==> src/shared/failover_pkg.sv <==
// Package: register map, field layouts, enumerations and timing constants for the source failover block
package failover_pkg;

	// Source codes; zero means not configured
	typedef enum logic [2:0]
	{
		SRC_NONE  = 3'h0,
		SRC_GPS   = 3'h1,
		SRC_RADIO = 3'h2,
		SRC_MODEM = 3'h3,
		SRC_SER   = 3'h4,
		SRC_NET   = 3'h5,
		SRC_VIDEO = 3'h6,
		SRC_REF   = 3'h7
	} src_code_t;

	// Active slot, Gray along primary -> backup 1 -> backup 2 -> internal
	typedef enum logic [1:0]
	{
		SLOT_PRIMARY = 2'h0,
		SLOT_BACKUP1 = 2'h1,
		SLOT_BACKUP2 = 2'h3,
		SLOT_INTERNAL = 2'h2
	} slot_t;

	// Frequency lock codes
	typedef enum logic [2:0]
	{
		FL_NONE          = 3'h0,
		FL_DATA_UNLOCKED = 3'h1,
		FL_DATA_LOCKED   = 3'h2,
		FL_PULSE         = 3'h3,
		FL_VIDEO         = 3'h4,
		FL_REF           = 3'h5,
		FL_REF_PULSE     = 3'h6
	} freq_lock_t;

	// Register offsets
	localparam logic [7:0] OFS_SRC_CFG   = 8'h00;
	localparam logic [7:0] OFS_CTRL      = 8'h04;
	localparam logic [7:0] OFS_STATUS    = 8'h08;
	localparam logic [7:0] OFS_IRQ_STAT  = 8'h0C;
	localparam logic [7:0] OFS_IRQ_MASK  = 8'h10;

	// Source config fields
	localparam int SRC_PRIMARY_POS = 0;
	localparam int SRC_BACKUP1_POS = 4;
	localparam int SRC_BACKUP2_POS = 8;
	localparam int SRC_W           = 3;

	// Control fields
	localparam int CTRL_PIN_FUNC_POS = 0;
	localparam int CTRL_ARM_POS      = 1;
	localparam int CTRL_REF_RX_POS   = 2;

	// Status fields
	localparam int ST_ACTIVE_POS   = 0;
	localparam int ST_SLOT_POS     = 4;
	localparam int ST_TLOCK_POS    = 6;
	localparam int ST_FLOCK_POS    = 8;
	localparam int ST_BUSY_POS     = 11;

	// Interrupt events
	localparam int IRQ_W          = 3;
	localparam int IRQ_FAILOVER   = 0;
	localparam int IRQ_TRIGGER    = 1;
	localparam int IRQ_LOCK_CHG   = 2;

	// Reset values
	localparam logic [31:0] SRC_CFG_RST  = 32'h0000_0000;
	localparam logic [2:0]  CTRL_RST     = 3'h0;
	localparam logic [2:0]  IRQ_MASK_RST = 3'h0;

	// Pulse presence timeout: a pulse per second must come within this time
	localparam int PULSE_TIMEOUT_MS = 1500;
	localparam int CLK_HZ           = 20000000;
	localparam int PULSE_TIMEOUT_CYC = (PULSE_TIMEOUT_MS / 1000) * CLK_HZ + ((PULSE_TIMEOUT_MS % 1000) * (CLK_HZ / 1000));

endpackage

==> src/design/time_source_failover.sv <==
// Time input source selection with priority failover, lock reporting and shared trigger/pulse pin
//
// Operation
// Primary failed: use first backup as active source.
// Primary and first backup failed: use second backup.
// All failed or no backups: use internal free-running source.
// Inactive backups still poll, but never update local time.
// Line-busy indicator lit while modem source calls out.
// After failover without immediate call-out, update at next scheduled call-out.
// Active source readable by software.
// Time lock set while active source delivers valid time.
// Frequency lock: none, data unlocked, data locked.
// Further states for pulse, video lock and reference lock.
// Combined reference and pulse state for one receiver type.
// Pin set to pulse: lock to shared pin pulses.
// Pin set to trigger and armed: ground applies staged time.
// Pin synchronised; only the edge into ground acts, once.
//
// Register access over APB and the placing of the registers are this design's own decisions.
`timescale 1ns/1ps
module time_source_failover
#(
	parameter int PULSE_TIMEOUT = failover_pkg::PULSE_TIMEOUT_CYC
)
(
	input  wire logic        clk,
	input  wire logic        rstn,
	input  wire logic        psel,
	input  wire logic        penable,
	input  wire logic        pwrite,
	input  wire logic [7:0]  paddr,
	input  wire logic [31:0] pwdata,
	output logic      [31:0] prdata,
	output logic             pready,
	output logic             pslverr,
	input  wire logic [7:0]  src_ok,
	input  wire logic [7:0]  src_time_valid,
	input  wire logic [7:0]  src_update,
	input  wire logic [7:0]  src_calling,
	input  wire logic        loop_locked,
	input  wire logic        video_lock_in,
	input  wire logic        ref_lock_in,
	input  wire logic        shared_pin,
	output logic             local_time_load,
	output logic [2:0]       local_time_src,
	output logic             staged_time_apply,
	output logic             line_busy,
	output logic [2:0]       active_source,
	output logic             time_locked,
	output logic [2:0]       freq_lock_state,
	output logic             irq
);

	// ***********************************************************
	// Register bus
	// ***********************************************************
	logic [31:0] src_cfg_reg;
	logic [2:0]  ctrl_reg;
	logic [2:0]  irq_stat_reg;
	logic [2:0]  irq_stat_next;
	logic [2:0]  irq_mask_reg;
	logic [31:0] rd_data;
	logic        wr_en;
	logic        rd_en;
	logic        addr_ok;

	assign wr_en   = psel & penable & pwrite;
	assign rd_en   = psel & penable & ~pwrite;
	assign pready  = 1'b1;
	assign addr_ok = (paddr == failover_pkg::OFS_SRC_CFG) | (paddr == failover_pkg::OFS_CTRL)
		| (paddr == failover_pkg::OFS_STATUS) | (paddr == failover_pkg::OFS_IRQ_STAT)
		| (paddr == failover_pkg::OFS_IRQ_MASK);
	assign pslverr = psel & penable & ~addr_ok;

	function automatic logic [2:0] cfg_src(input logic [31:0] cfg, input int pos);
		cfg_src = cfg[pos +: 3];
	endfunction

	// Source per slot
	logic [2:0] prim_src;
	logic [2:0] back1_src;
	logic [2:0] back2_src;
	assign prim_src  = cfg_src(src_cfg_reg, failover_pkg::SRC_PRIMARY_POS);
	assign back1_src = cfg_src(src_cfg_reg, failover_pkg::SRC_BACKUP1_POS);
	assign back2_src = cfg_src(src_cfg_reg, failover_pkg::SRC_BACKUP2_POS);

	logic pin_as_pulse;
	logic trig_armed;
	logic ref_pulse_rx;
	assign pin_as_pulse = ctrl_reg[failover_pkg::CTRL_PIN_FUNC_POS];
	assign trig_armed   = ctrl_reg[failover_pkg::CTRL_ARM_POS];
	assign ref_pulse_rx = ctrl_reg[failover_pkg::CTRL_REF_RX_POS];

	// ***********************************************************
	// Failover selection
	// ***********************************************************
	// A source is usable when configured and healthy
	function automatic logic usable(input logic [2:0] s, input logic [7:0] ok);
		usable = (s != 3'h0) && ok[s];
	endfunction

	logic prim_ok;
	logic back1_ok;
	logic back2_ok;
	assign prim_ok  = usable(prim_src, src_ok);
	assign back1_ok = usable(back1_src, src_ok);
	assign back2_ok = usable(back2_src, src_ok);

	failover_pkg::slot_t slot_reg;
	failover_pkg::slot_t slot_next;

	// Priority order re-evaluated each cycle, so a recovered primary wins back
	assign slot_next = prim_ok ? failover_pkg::SLOT_PRIMARY
		: back1_ok ? failover_pkg::SLOT_BACKUP1
		: back2_ok ? failover_pkg::SLOT_BACKUP2
		: failover_pkg::SLOT_INTERNAL;

	logic [2:0] sel_src;
	always_comb
	begin
		unique case (slot_reg)
			failover_pkg::SLOT_PRIMARY:  sel_src = prim_src;
			failover_pkg::SLOT_BACKUP1:  sel_src = back1_src;
			failover_pkg::SLOT_BACKUP2:  sel_src = back2_src;
			failover_pkg::SLOT_INTERNAL: sel_src = 3'h0;
		endcase
	end

	logic [2:0] active_reg;
	logic       slot_chg;
	assign slot_chg = slot_next != slot_reg;

	always_ff @(posedge clk)
	begin
		if (!rstn)
		begin
			slot_reg   <= failover_pkg::SLOT_INTERNAL;
			active_reg <= 3'h0;
		end
		else
		begin
			slot_reg   <= slot_next;
			active_reg <= sel_src;
		end
	end

	assign active_source = active_reg;

	// ***********************************************************
	// Local time updates
	// ***********************************************************
	// Only the active source's update loads time; others keep polling unseen.
	// No update is forced at a switch: the next call-out of the new source does it.
	logic       load_reg;
	logic [2:0] load_src_reg;
	logic       active_upd;
	assign active_upd = (active_reg != 3'h0) && src_update[active_reg] && src_time_valid[active_reg]
		&& !slot_chg;

	always_ff @(posedge clk)
	begin
		if (!rstn)
		begin
			load_reg     <= 1'b0;
			load_src_reg <= 3'h0;
		end
		else
		begin
			load_reg     <= active_upd;
			load_src_reg <= active_reg;
		end
	end

	assign local_time_load = load_reg;
	assign local_time_src  = load_src_reg;

	// Modem busy indicator follows the modem's call-out whatever its slot
	logic busy_reg;
	logic modem_cfg;
	assign modem_cfg = (prim_src == failover_pkg::SRC_MODEM) | (back1_src == failover_pkg::SRC_MODEM)
		| (back2_src == failover_pkg::SRC_MODEM);
	always_ff @(posedge clk)
	begin
		if (!rstn)
			busy_reg <= 1'b0;
		else
			busy_reg <= modem_cfg & src_calling[failover_pkg::SRC_MODEM];
	end
	assign line_busy = busy_reg;

	// ***********************************************************
	// Shared pin
	// ***********************************************************
	logic pin_fall;
	pin_edge_sync u_pin
	(
		.clk      (clk),
		.rstn     (rstn),
		.pin_in   (shared_pin),
		.pin_fall (pin_fall)
	);

	logic apply_reg;
	always_ff @(posedge clk)
	begin
		if (!rstn)
			apply_reg <= 1'b0;
		else
			apply_reg <= pin_fall & ~pin_as_pulse & trig_armed;
	end
	assign staged_time_apply = apply_reg;

	// Pulse presence: seen within the timeout after the last edge
	localparam int CNT_W = $clog2(PULSE_TIMEOUT + 1);
	logic [CNT_W-1:0] pulse_cnt_reg;
	logic             pulse_seen_reg;
	always_ff @(posedge clk)
	begin
		if (!rstn || !pin_as_pulse)
		begin
			pulse_cnt_reg  <= '0;
			pulse_seen_reg <= 1'b0;
		end
		else if (pin_fall)
		begin
			pulse_cnt_reg  <= '0;
			pulse_seen_reg <= 1'b1;
		end
		else if (pulse_cnt_reg == CNT_W'(PULSE_TIMEOUT))
			pulse_seen_reg <= 1'b0;
		else
			pulse_cnt_reg <= pulse_cnt_reg + 1'b1;
	end

	// ***********************************************************
	// Lock status
	// ***********************************************************
	logic       tlock_reg;
	logic [2:0] flock_reg;
	logic [2:0] flock_next;
	assign flock_next = (active_reg == 3'h0) ? failover_pkg::FL_NONE
		: (ref_lock_in && pulse_seen_reg && ref_pulse_rx) ? failover_pkg::FL_REF_PULSE
		: ref_lock_in ? failover_pkg::FL_REF
		: video_lock_in ? failover_pkg::FL_VIDEO
		: pulse_seen_reg ? failover_pkg::FL_PULSE
		: loop_locked ? failover_pkg::FL_DATA_LOCKED
		: failover_pkg::FL_DATA_UNLOCKED;

	always_ff @(posedge clk)
	begin
		if (!rstn)
		begin
			tlock_reg <= 1'b0;
			flock_reg <= failover_pkg::FL_NONE;
		end
		else
		begin
			tlock_reg <= (active_reg != 3'h0) && src_time_valid[active_reg];
			flock_reg <= flock_next;
		end
	end
	assign time_locked     = tlock_reg;
	assign freq_lock_state = flock_reg;

	// ***********************************************************
	// Registers and interrupts
	// ***********************************************************
	logic [2:0] irq_evt;
	assign irq_evt = {tlock_reg != ((active_reg != 3'h0) && src_time_valid[active_reg]), apply_reg,
		slot_chg && slot_next != failover_pkg::SLOT_PRIMARY};

	logic rd_stat;
	assign rd_stat = rd_en && paddr == failover_pkg::OFS_IRQ_STAT;
	// Set wins over the read-clear
	assign irq_stat_next = (rd_stat ? 3'h0 : irq_stat_reg) | irq_evt;

	always_ff @(posedge clk)
	begin
		if (!rstn)
		begin
			src_cfg_reg  <= failover_pkg::SRC_CFG_RST;
			ctrl_reg     <= failover_pkg::CTRL_RST;
			irq_mask_reg <= failover_pkg::IRQ_MASK_RST;
			irq_stat_reg <= 3'h0;
		end
		else
		begin
			if (wr_en && paddr == failover_pkg::OFS_SRC_CFG)
				src_cfg_reg <= pwdata & 32'h0000_0777;
			if (wr_en && paddr == failover_pkg::OFS_CTRL)
				ctrl_reg <= pwdata[2:0];
			if (wr_en && paddr == failover_pkg::OFS_IRQ_MASK)
				irq_mask_reg <= pwdata[2:0];
			irq_stat_reg <= irq_stat_next;
		end
	end

	assign irq = |(irq_stat_reg & irq_mask_reg);

	always_comb
	begin
		rd_data = 32'h0000_0000;
		unique case (paddr)
			failover_pkg::OFS_SRC_CFG:  rd_data = src_cfg_reg;
			failover_pkg::OFS_CTRL:     rd_data = {29'h0, ctrl_reg};
			failover_pkg::OFS_STATUS:   rd_data = {20'h0, busy_reg, flock_reg, 1'b0, tlock_reg, slot_reg,
				1'b0, active_reg};
			failover_pkg::OFS_IRQ_STAT: rd_data = {29'h0, irq_stat_reg};
			failover_pkg::OFS_IRQ_MASK: rd_data = {29'h0, irq_mask_reg};
			default:                    rd_data = 32'h0000_0000;
		endcase
	end

	always_ff @(posedge clk)
	begin
		if (!rstn)
			prdata <= 32'h0000_0000;
		else if (psel && !penable && !pwrite)
			prdata <= rd_data;
	end

	// ***********************************************************
	// Checks
	// ***********************************************************
	a_backup1_taken: assert property (@(posedge clk) disable iff (!rstn)
		(!prim_ok && back1_ok) |=> slot_reg == failover_pkg::SLOT_BACKUP1)
		else $error("first backup not taken");
	a_backup2_taken: assert property (@(posedge clk) disable iff (!rstn)
		(!prim_ok && !back1_ok && back2_ok) |=> slot_reg == failover_pkg::SLOT_BACKUP2)
		else $error("second backup not taken");
	a_internal_fall: assert property (@(posedge clk) disable iff (!rstn)
		(!prim_ok && !back1_ok && !back2_ok) |=> ##1 active_source == 3'h0)
		else $error("internal fallback missed");
	a_inactive_no_load: assert property (@(posedge clk) disable iff (!rstn)
		local_time_load |-> $past(src_update[active_source]))
		else $error("load from inactive source");
	a_busy_follows: assert property (@(posedge clk) disable iff (!rstn)
		(modem_cfg && src_calling[3]) |=> line_busy)
		else $error("line busy not lit");
	a_switch_no_load: assert property (@(posedge clk) disable iff (!rstn)
		slot_chg |=> !local_time_load)
		else $error("load forced at switch");
	a_time_lock: assert property (@(posedge clk) disable iff (!rstn)
		(active_reg != 3'h0 && src_time_valid[active_reg]) |=> time_locked)
		else $error("time lock missing");
	a_free_none: assert property (@(posedge clk) disable iff (!rstn)
		active_reg == 3'h0 |=> freq_lock_state == failover_pkg::FL_NONE)
		else $error("free-run not none");
	a_trig_apply: assert property (@(posedge clk) disable iff (!rstn)
		(pin_fall && !pin_as_pulse && trig_armed) |=> staged_time_apply ##1 !staged_time_apply)
		else $error("trigger not applied once");
	a_pulse_ignored: assert property (@(posedge clk) disable iff (!rstn)
		pin_as_pulse |=> !staged_time_apply)
		else $error("pulse treated as trigger");

	c_failover:  cover property (@(posedge clk) disable iff (!rstn) slot_reg == failover_pkg::SLOT_BACKUP2);
	c_trigger:   cover property (@(posedge clk) disable iff (!rstn) staged_time_apply);
	c_ref_pulse: cover property (@(posedge clk) disable iff (!rstn) freq_lock_state == failover_pkg::FL_REF_PULSE);

endmodule

==> src/design/pin_edge_sync.sv <==
// Synchroniser and falling-edge detector for the shared trigger/pulse pin
`timescale 1ns/1ps
module pin_edge_sync
(
	input  wire logic clk,
	input  wire logic rstn,
	input  wire logic pin_in,
	output logic      pin_fall
);

	logic stage1_reg;
	logic stage2_reg;
	logic stage3_reg;

	// Pin idles high; grounding it is the active level
	always_ff @(posedge clk)
	begin
		if (!rstn)
		begin
			stage1_reg <= 1'b1;
			stage2_reg <= 1'b1;
			stage3_reg <= 1'b1;
		end
		else
		begin
			stage1_reg <= pin_in;
			stage2_reg <= stage1_reg;
			stage3_reg <= stage2_reg;
		end
	end

	// Edge taken from stages two and three only
	assign pin_fall = stage3_reg & ~stage2_reg;

	a_fall_one_cycle: assert property (@(posedge clk) disable iff (!rstn) pin_fall |=> !pin_fall)
		else $error("pin edge longer than one cycle");

endmodule

==> config.mk <==
export PLATFORM = sky130hd
export DESIGN_NAME = time_source_failover
export DESIGN_NICKNAME = d
export VERILOG_FILES = /design/src/shared/failover_pkg.sv /design/src/design/time_source_failover.sv /design/src/design/pin_edge_sync.sv
export SDC_FILE = /design/constraint.sdc
export NUM_CORES = 1
export LEC_CHECK = 0
export BUFFER_PORTS_ARGS = -buffer_cell sky130_fd_sc_hd__buf_2
export CORE_ASPECT_RATIO = 0.8
export CORE_MARGIN = 2
export CORE_UTILIZATION = 35
export DETAILED_ROUTE_END_ITERATION = 8
export PLACE_DENSITY = 0.69
export SLEW_MARGIN = 20
export SYNTH_ARGS = -nofsm -noshare
export SYNTH_HDL_FRONTEND = slang
export SYNTH_HIERARCHICAL = 1
export SYNTH_SLANG_ARGS = --single-unit
==> constraint.sdc <==
create_clock -name clk -period 1.8 [get_ports clk]
set_input_delay 0.09 -clock clk [delete_from_list [all_inputs] [get_ports clk]]
set_output_delay 0.09 -clock clk [all_outputs]
set_load 0.01 [all_outputs]
==> impl_results.md <==
* Status: finished clean
* WP buf/inv at 0
* # fillers at 1,045
* Worst EP required at 2.02 ns
* Via density at around 4.8
* Largest net degree at the start of global routing at 26
* DR DRC count at 0
* Clock latency on the worst-skew pair at between 0.3 and 0.4 ns
* Clock-pin slew on the worst setup and hold paths at 0.05 ns
* Clock Tree Buf Depth at 2
* Share of layout cells above drive strength 1 at a little over a quarter
* Reg2Reg Launch Point: src_cfg_reg[5]
* Hold Startpoint: pwdata[5]
* Synth Warn # at 6
* Top delay family on crit path: multiplexers
* Crit. End Element: flip-flop
* Worst min path class: input pin to flip-flop
* Post-synthesis cell count at 403
* Area occupied by multi-input gates at between 2000 and 2500 µm²
* Final hold vios at 0
* Post-CTS setup buffer count at 0
* Die H at ~96 µm
* Total negative setup slack at 0 ns
* Initial Util at around 36%
* Max Cap Violations at 0
* Cell Rows at 33
* Clock sink count at 72
* Die W at between 100 and 150 µm
* DP Wirelength at ~6.4 mm
* R2R depth at 4
* Number of flip-flops under the largest register name at 25
* Leading area contributor after synthesis: dfxtp_1
* Final setup violation count at 0
* Critical path peak fanout at 4
* DR pass1 iterations at 4
* Register area share after synthesis at 39.2%
* PD cells at just under 800 nW/µm²
* CTS Buf Count at 9
* Cell Area, Synth at 3670 µm²
* Critical path arrival at 1.91 ns
* Area Growth Syn to Fin at 24.2%
* Die ar. at 11,300 µm²
* Crit path launch type: flip-flop
* Post-synth ARST share at 0%
* FF+latch area at 1440 µm²
* Reg2Reg Setup Slack at roughly 0.11 ns
* Leak Pwr at 0.00182 µW
* Grt ovf at 0
* Post-place instance area at 4220 µm²
* Final layout net count at 574
* # IOs at between 100 and 150
* Skew final at 0.00704 ns
* Max Slew Vio Count at 0
* Fin crit share at 93.8%
* Routed WL at 8.48 mm
* # H-tree levels at 3
* Peak supply drop at 0.544 mV
* Iter 0 DRT Violations at 170
* CP max stage cell: mux4_2
* TritonCTS clock tree: built
* Mapped Avg Cell Area at 9.12 µm²
* Gpl congestion at 0.852
* Post-synth top area share at 39.2%
* Seq cells post-synth at 72
* Core Area at 10,200 µm²
* Hold path depth at 3
* Post-synth EDFFs at 0
* First-pass GRT wire length at between 10 and 15 mm
* Number of diodes at 0
* CTS root buffer: clkbuf_16
* Fmax at approximately 590 MHz
* Design area at 4560 µm²
* I/O Buffers at 74
* Top post-synthesis cells by area: dfxtp_1 (39%), mux2i_1 (9.0%), buf_4 (4.9%), mux4_2 (4.3%), xor2_1 (4.3%)
* Cell variety after synth at 50
* Initial antenna violation count at 0
* RR Endpoint: irq_stat_reg[0]
* Critical path class: flip-flop to flip-flop
* Total number of vias at about 3,000
* Slowest stage delay, CP at 0.52 ns
* Routed length per instance at ~13 µm
* Crit-path cells: mux4_2, mux2i_1, nand3_1, a31o_1
* Tmin final at ~1.7 ns
* Aggregate global-route resource usage at 15.2%
* Worst Hold End: src_cfg_reg[5]
* Number of global-route vias before repair at approximately 2,800
* Antenna violation net count after detailed routing at 0
* Top FF cell, synth: dfxtp_1
[routing by layer]
metal	up-vias	share of wire (%)	track usage, %
met5	-	0	0
met4	0	0.80	4.76
met3	7	4.5	4.96
met2	69	47	23.8
met1	1447	48	20.0
li1	1542	-	-
[through the flow]
stage	setup slack [ns]	hold WS, ns	cells	power [µW]	util (%)
after floorplan	-0.105	0.163	424	1760	-
after global placement	-0.196	0.274	617	1810	41.2
after detailed placement	-0.207	0.277	617	1820	41.2
after CTS	0.0937	0.00520	636	3650	44.5
after global routing	-0.0130	0.00924	636	3740	44.6
final	0.111	0.0192	636	3590	44.6
[placed cells by master (no fill, tap or decap), drive strengths merged, types with 2 or more instances in the layout]
| cell | instances |
|---|---|
| a21boi | 2 |
| a21oi | 16 |
| a32oi | 3 |
| and2 | 14 |
| and3 | 6 |
| and4 | 2 |
| buf | 94 |
| clkbuf | 12 |
| clkinvlp | 3 |
| conb | 23 |
| dfxtp | 72 |
| dlygate4sd3 | 3 |
| ha | 2 |
| inv | 6 |
| mux2 | 7 |
| mux2i | 33 |
| mux4 | 7 |
| nand2 | 32 |
| nand2b | 6 |
| nand3 | 16 |
| nand3b | 2 |
| nand4 | 8 |
| nor2 | 34 |
| nor2b | 17 |
| nor3 | 3 |
| nor4 | 4 |
| nor4b | 3 |
| o21ai | 17 |
| or3 | 5 |
| or3b | 2 |
| or4 | 3 |
| xnor2 | 6 |
| xor2 | 18 |
[how the worst max path moves through the flow]
stage | startpoint | endpoint | slack (ns) | cells after the start
2_1_floorplan | paddr[5] | irq_stat_reg[0] | -0.10 | 5
3_3_place_gp | paddr[5] | irq_stat_reg[0] | -0.20 | 6
3_5_place_dp | paddr[5] | irq_stat_reg[0] | -0.21 | 6
4_1_cts | src_cfg_reg[5] | irq_stat_reg[0] | 0.09 | 4
5_1_grt | pulse_cnt_reg[0] | pulse_cnt_reg[24] | -0.01 | 6
6_report | src_cfg_reg[5] | irq_stat_reg[0] | 0.11 | 4
[what timing repair did]
item | in CTS | in global routing
hold buffers | 3 | 0
gates resized for setup | 0 | 3
hold endpoints to repair | 3 | 0
endpoints found under the setup margin | 0 | 4
[kinds of logic after synthesis]
logic type / synth area share [%]
DFF: 39.2
xor gates and xnor gates: 5.72
other: 0.204
and+or+nand+nor: 23.6
AOI/OAI and AO/OA: 7.83
adders and majority gates: 0.681
muxes: 15.4
buffers and inverters: 7.29
[cell usage after synthesis, types with 2 or more instances]
master     n
dfxtp_1   72
nor2_1    34
mux2i_1   33
nand2_1   32
buf_4     24
xor2_1    18
nor2b_1   17
o21ai_0   17
a21oi_1   16
nand3_1   16
clkbuf_1  15
and2_1    14
nand4_1    8
mux2_2     7
mux4_2     7
inv_1      6
nand2b_1   6
xnor2_1    6
and3_1     5
nor4_1     4
or3_1      4
a32oi_1    3
nor3_1     3
nor4b_1    3
a21boi_0   2
and4_1     2
conb_1     2
ha_1       2
nand3b_1   2
or3b_2     2
or4_4      2
[layout make-up]
class | count | area share, %
tap | 140 | 3.84
timing repair buffer | 97 | 12.3
clock inverter | 4 | 1.15
multi-input combinational | 305 | 44.9
clock buffer | 12 | 5.62
inverter | 6 | 0.494
sequential | 72 | 31.6
[report_power, final]
part | internal [µW] | switching (µW) | leakage [µW] | total [µW]
combinational | 85.3 | 98.7 | 0.00110 | 184
sequential | 1600 | 2.34 | 0.000582 | 1600
clock | 1150 | 655 | 0.000141 | 1800
total | 2830 | 756 | 0.00182 | 3590
[worst reg2reg max path, stage by stage (launching register included)]
cell	delay (ns)
dfxtp_1	0.41
mux4_2	0.52
mux2i_1	0.30
nand3_1	0.17
a31o_1	0.20
Note: power is estimated with default switching activity, not from simulation.
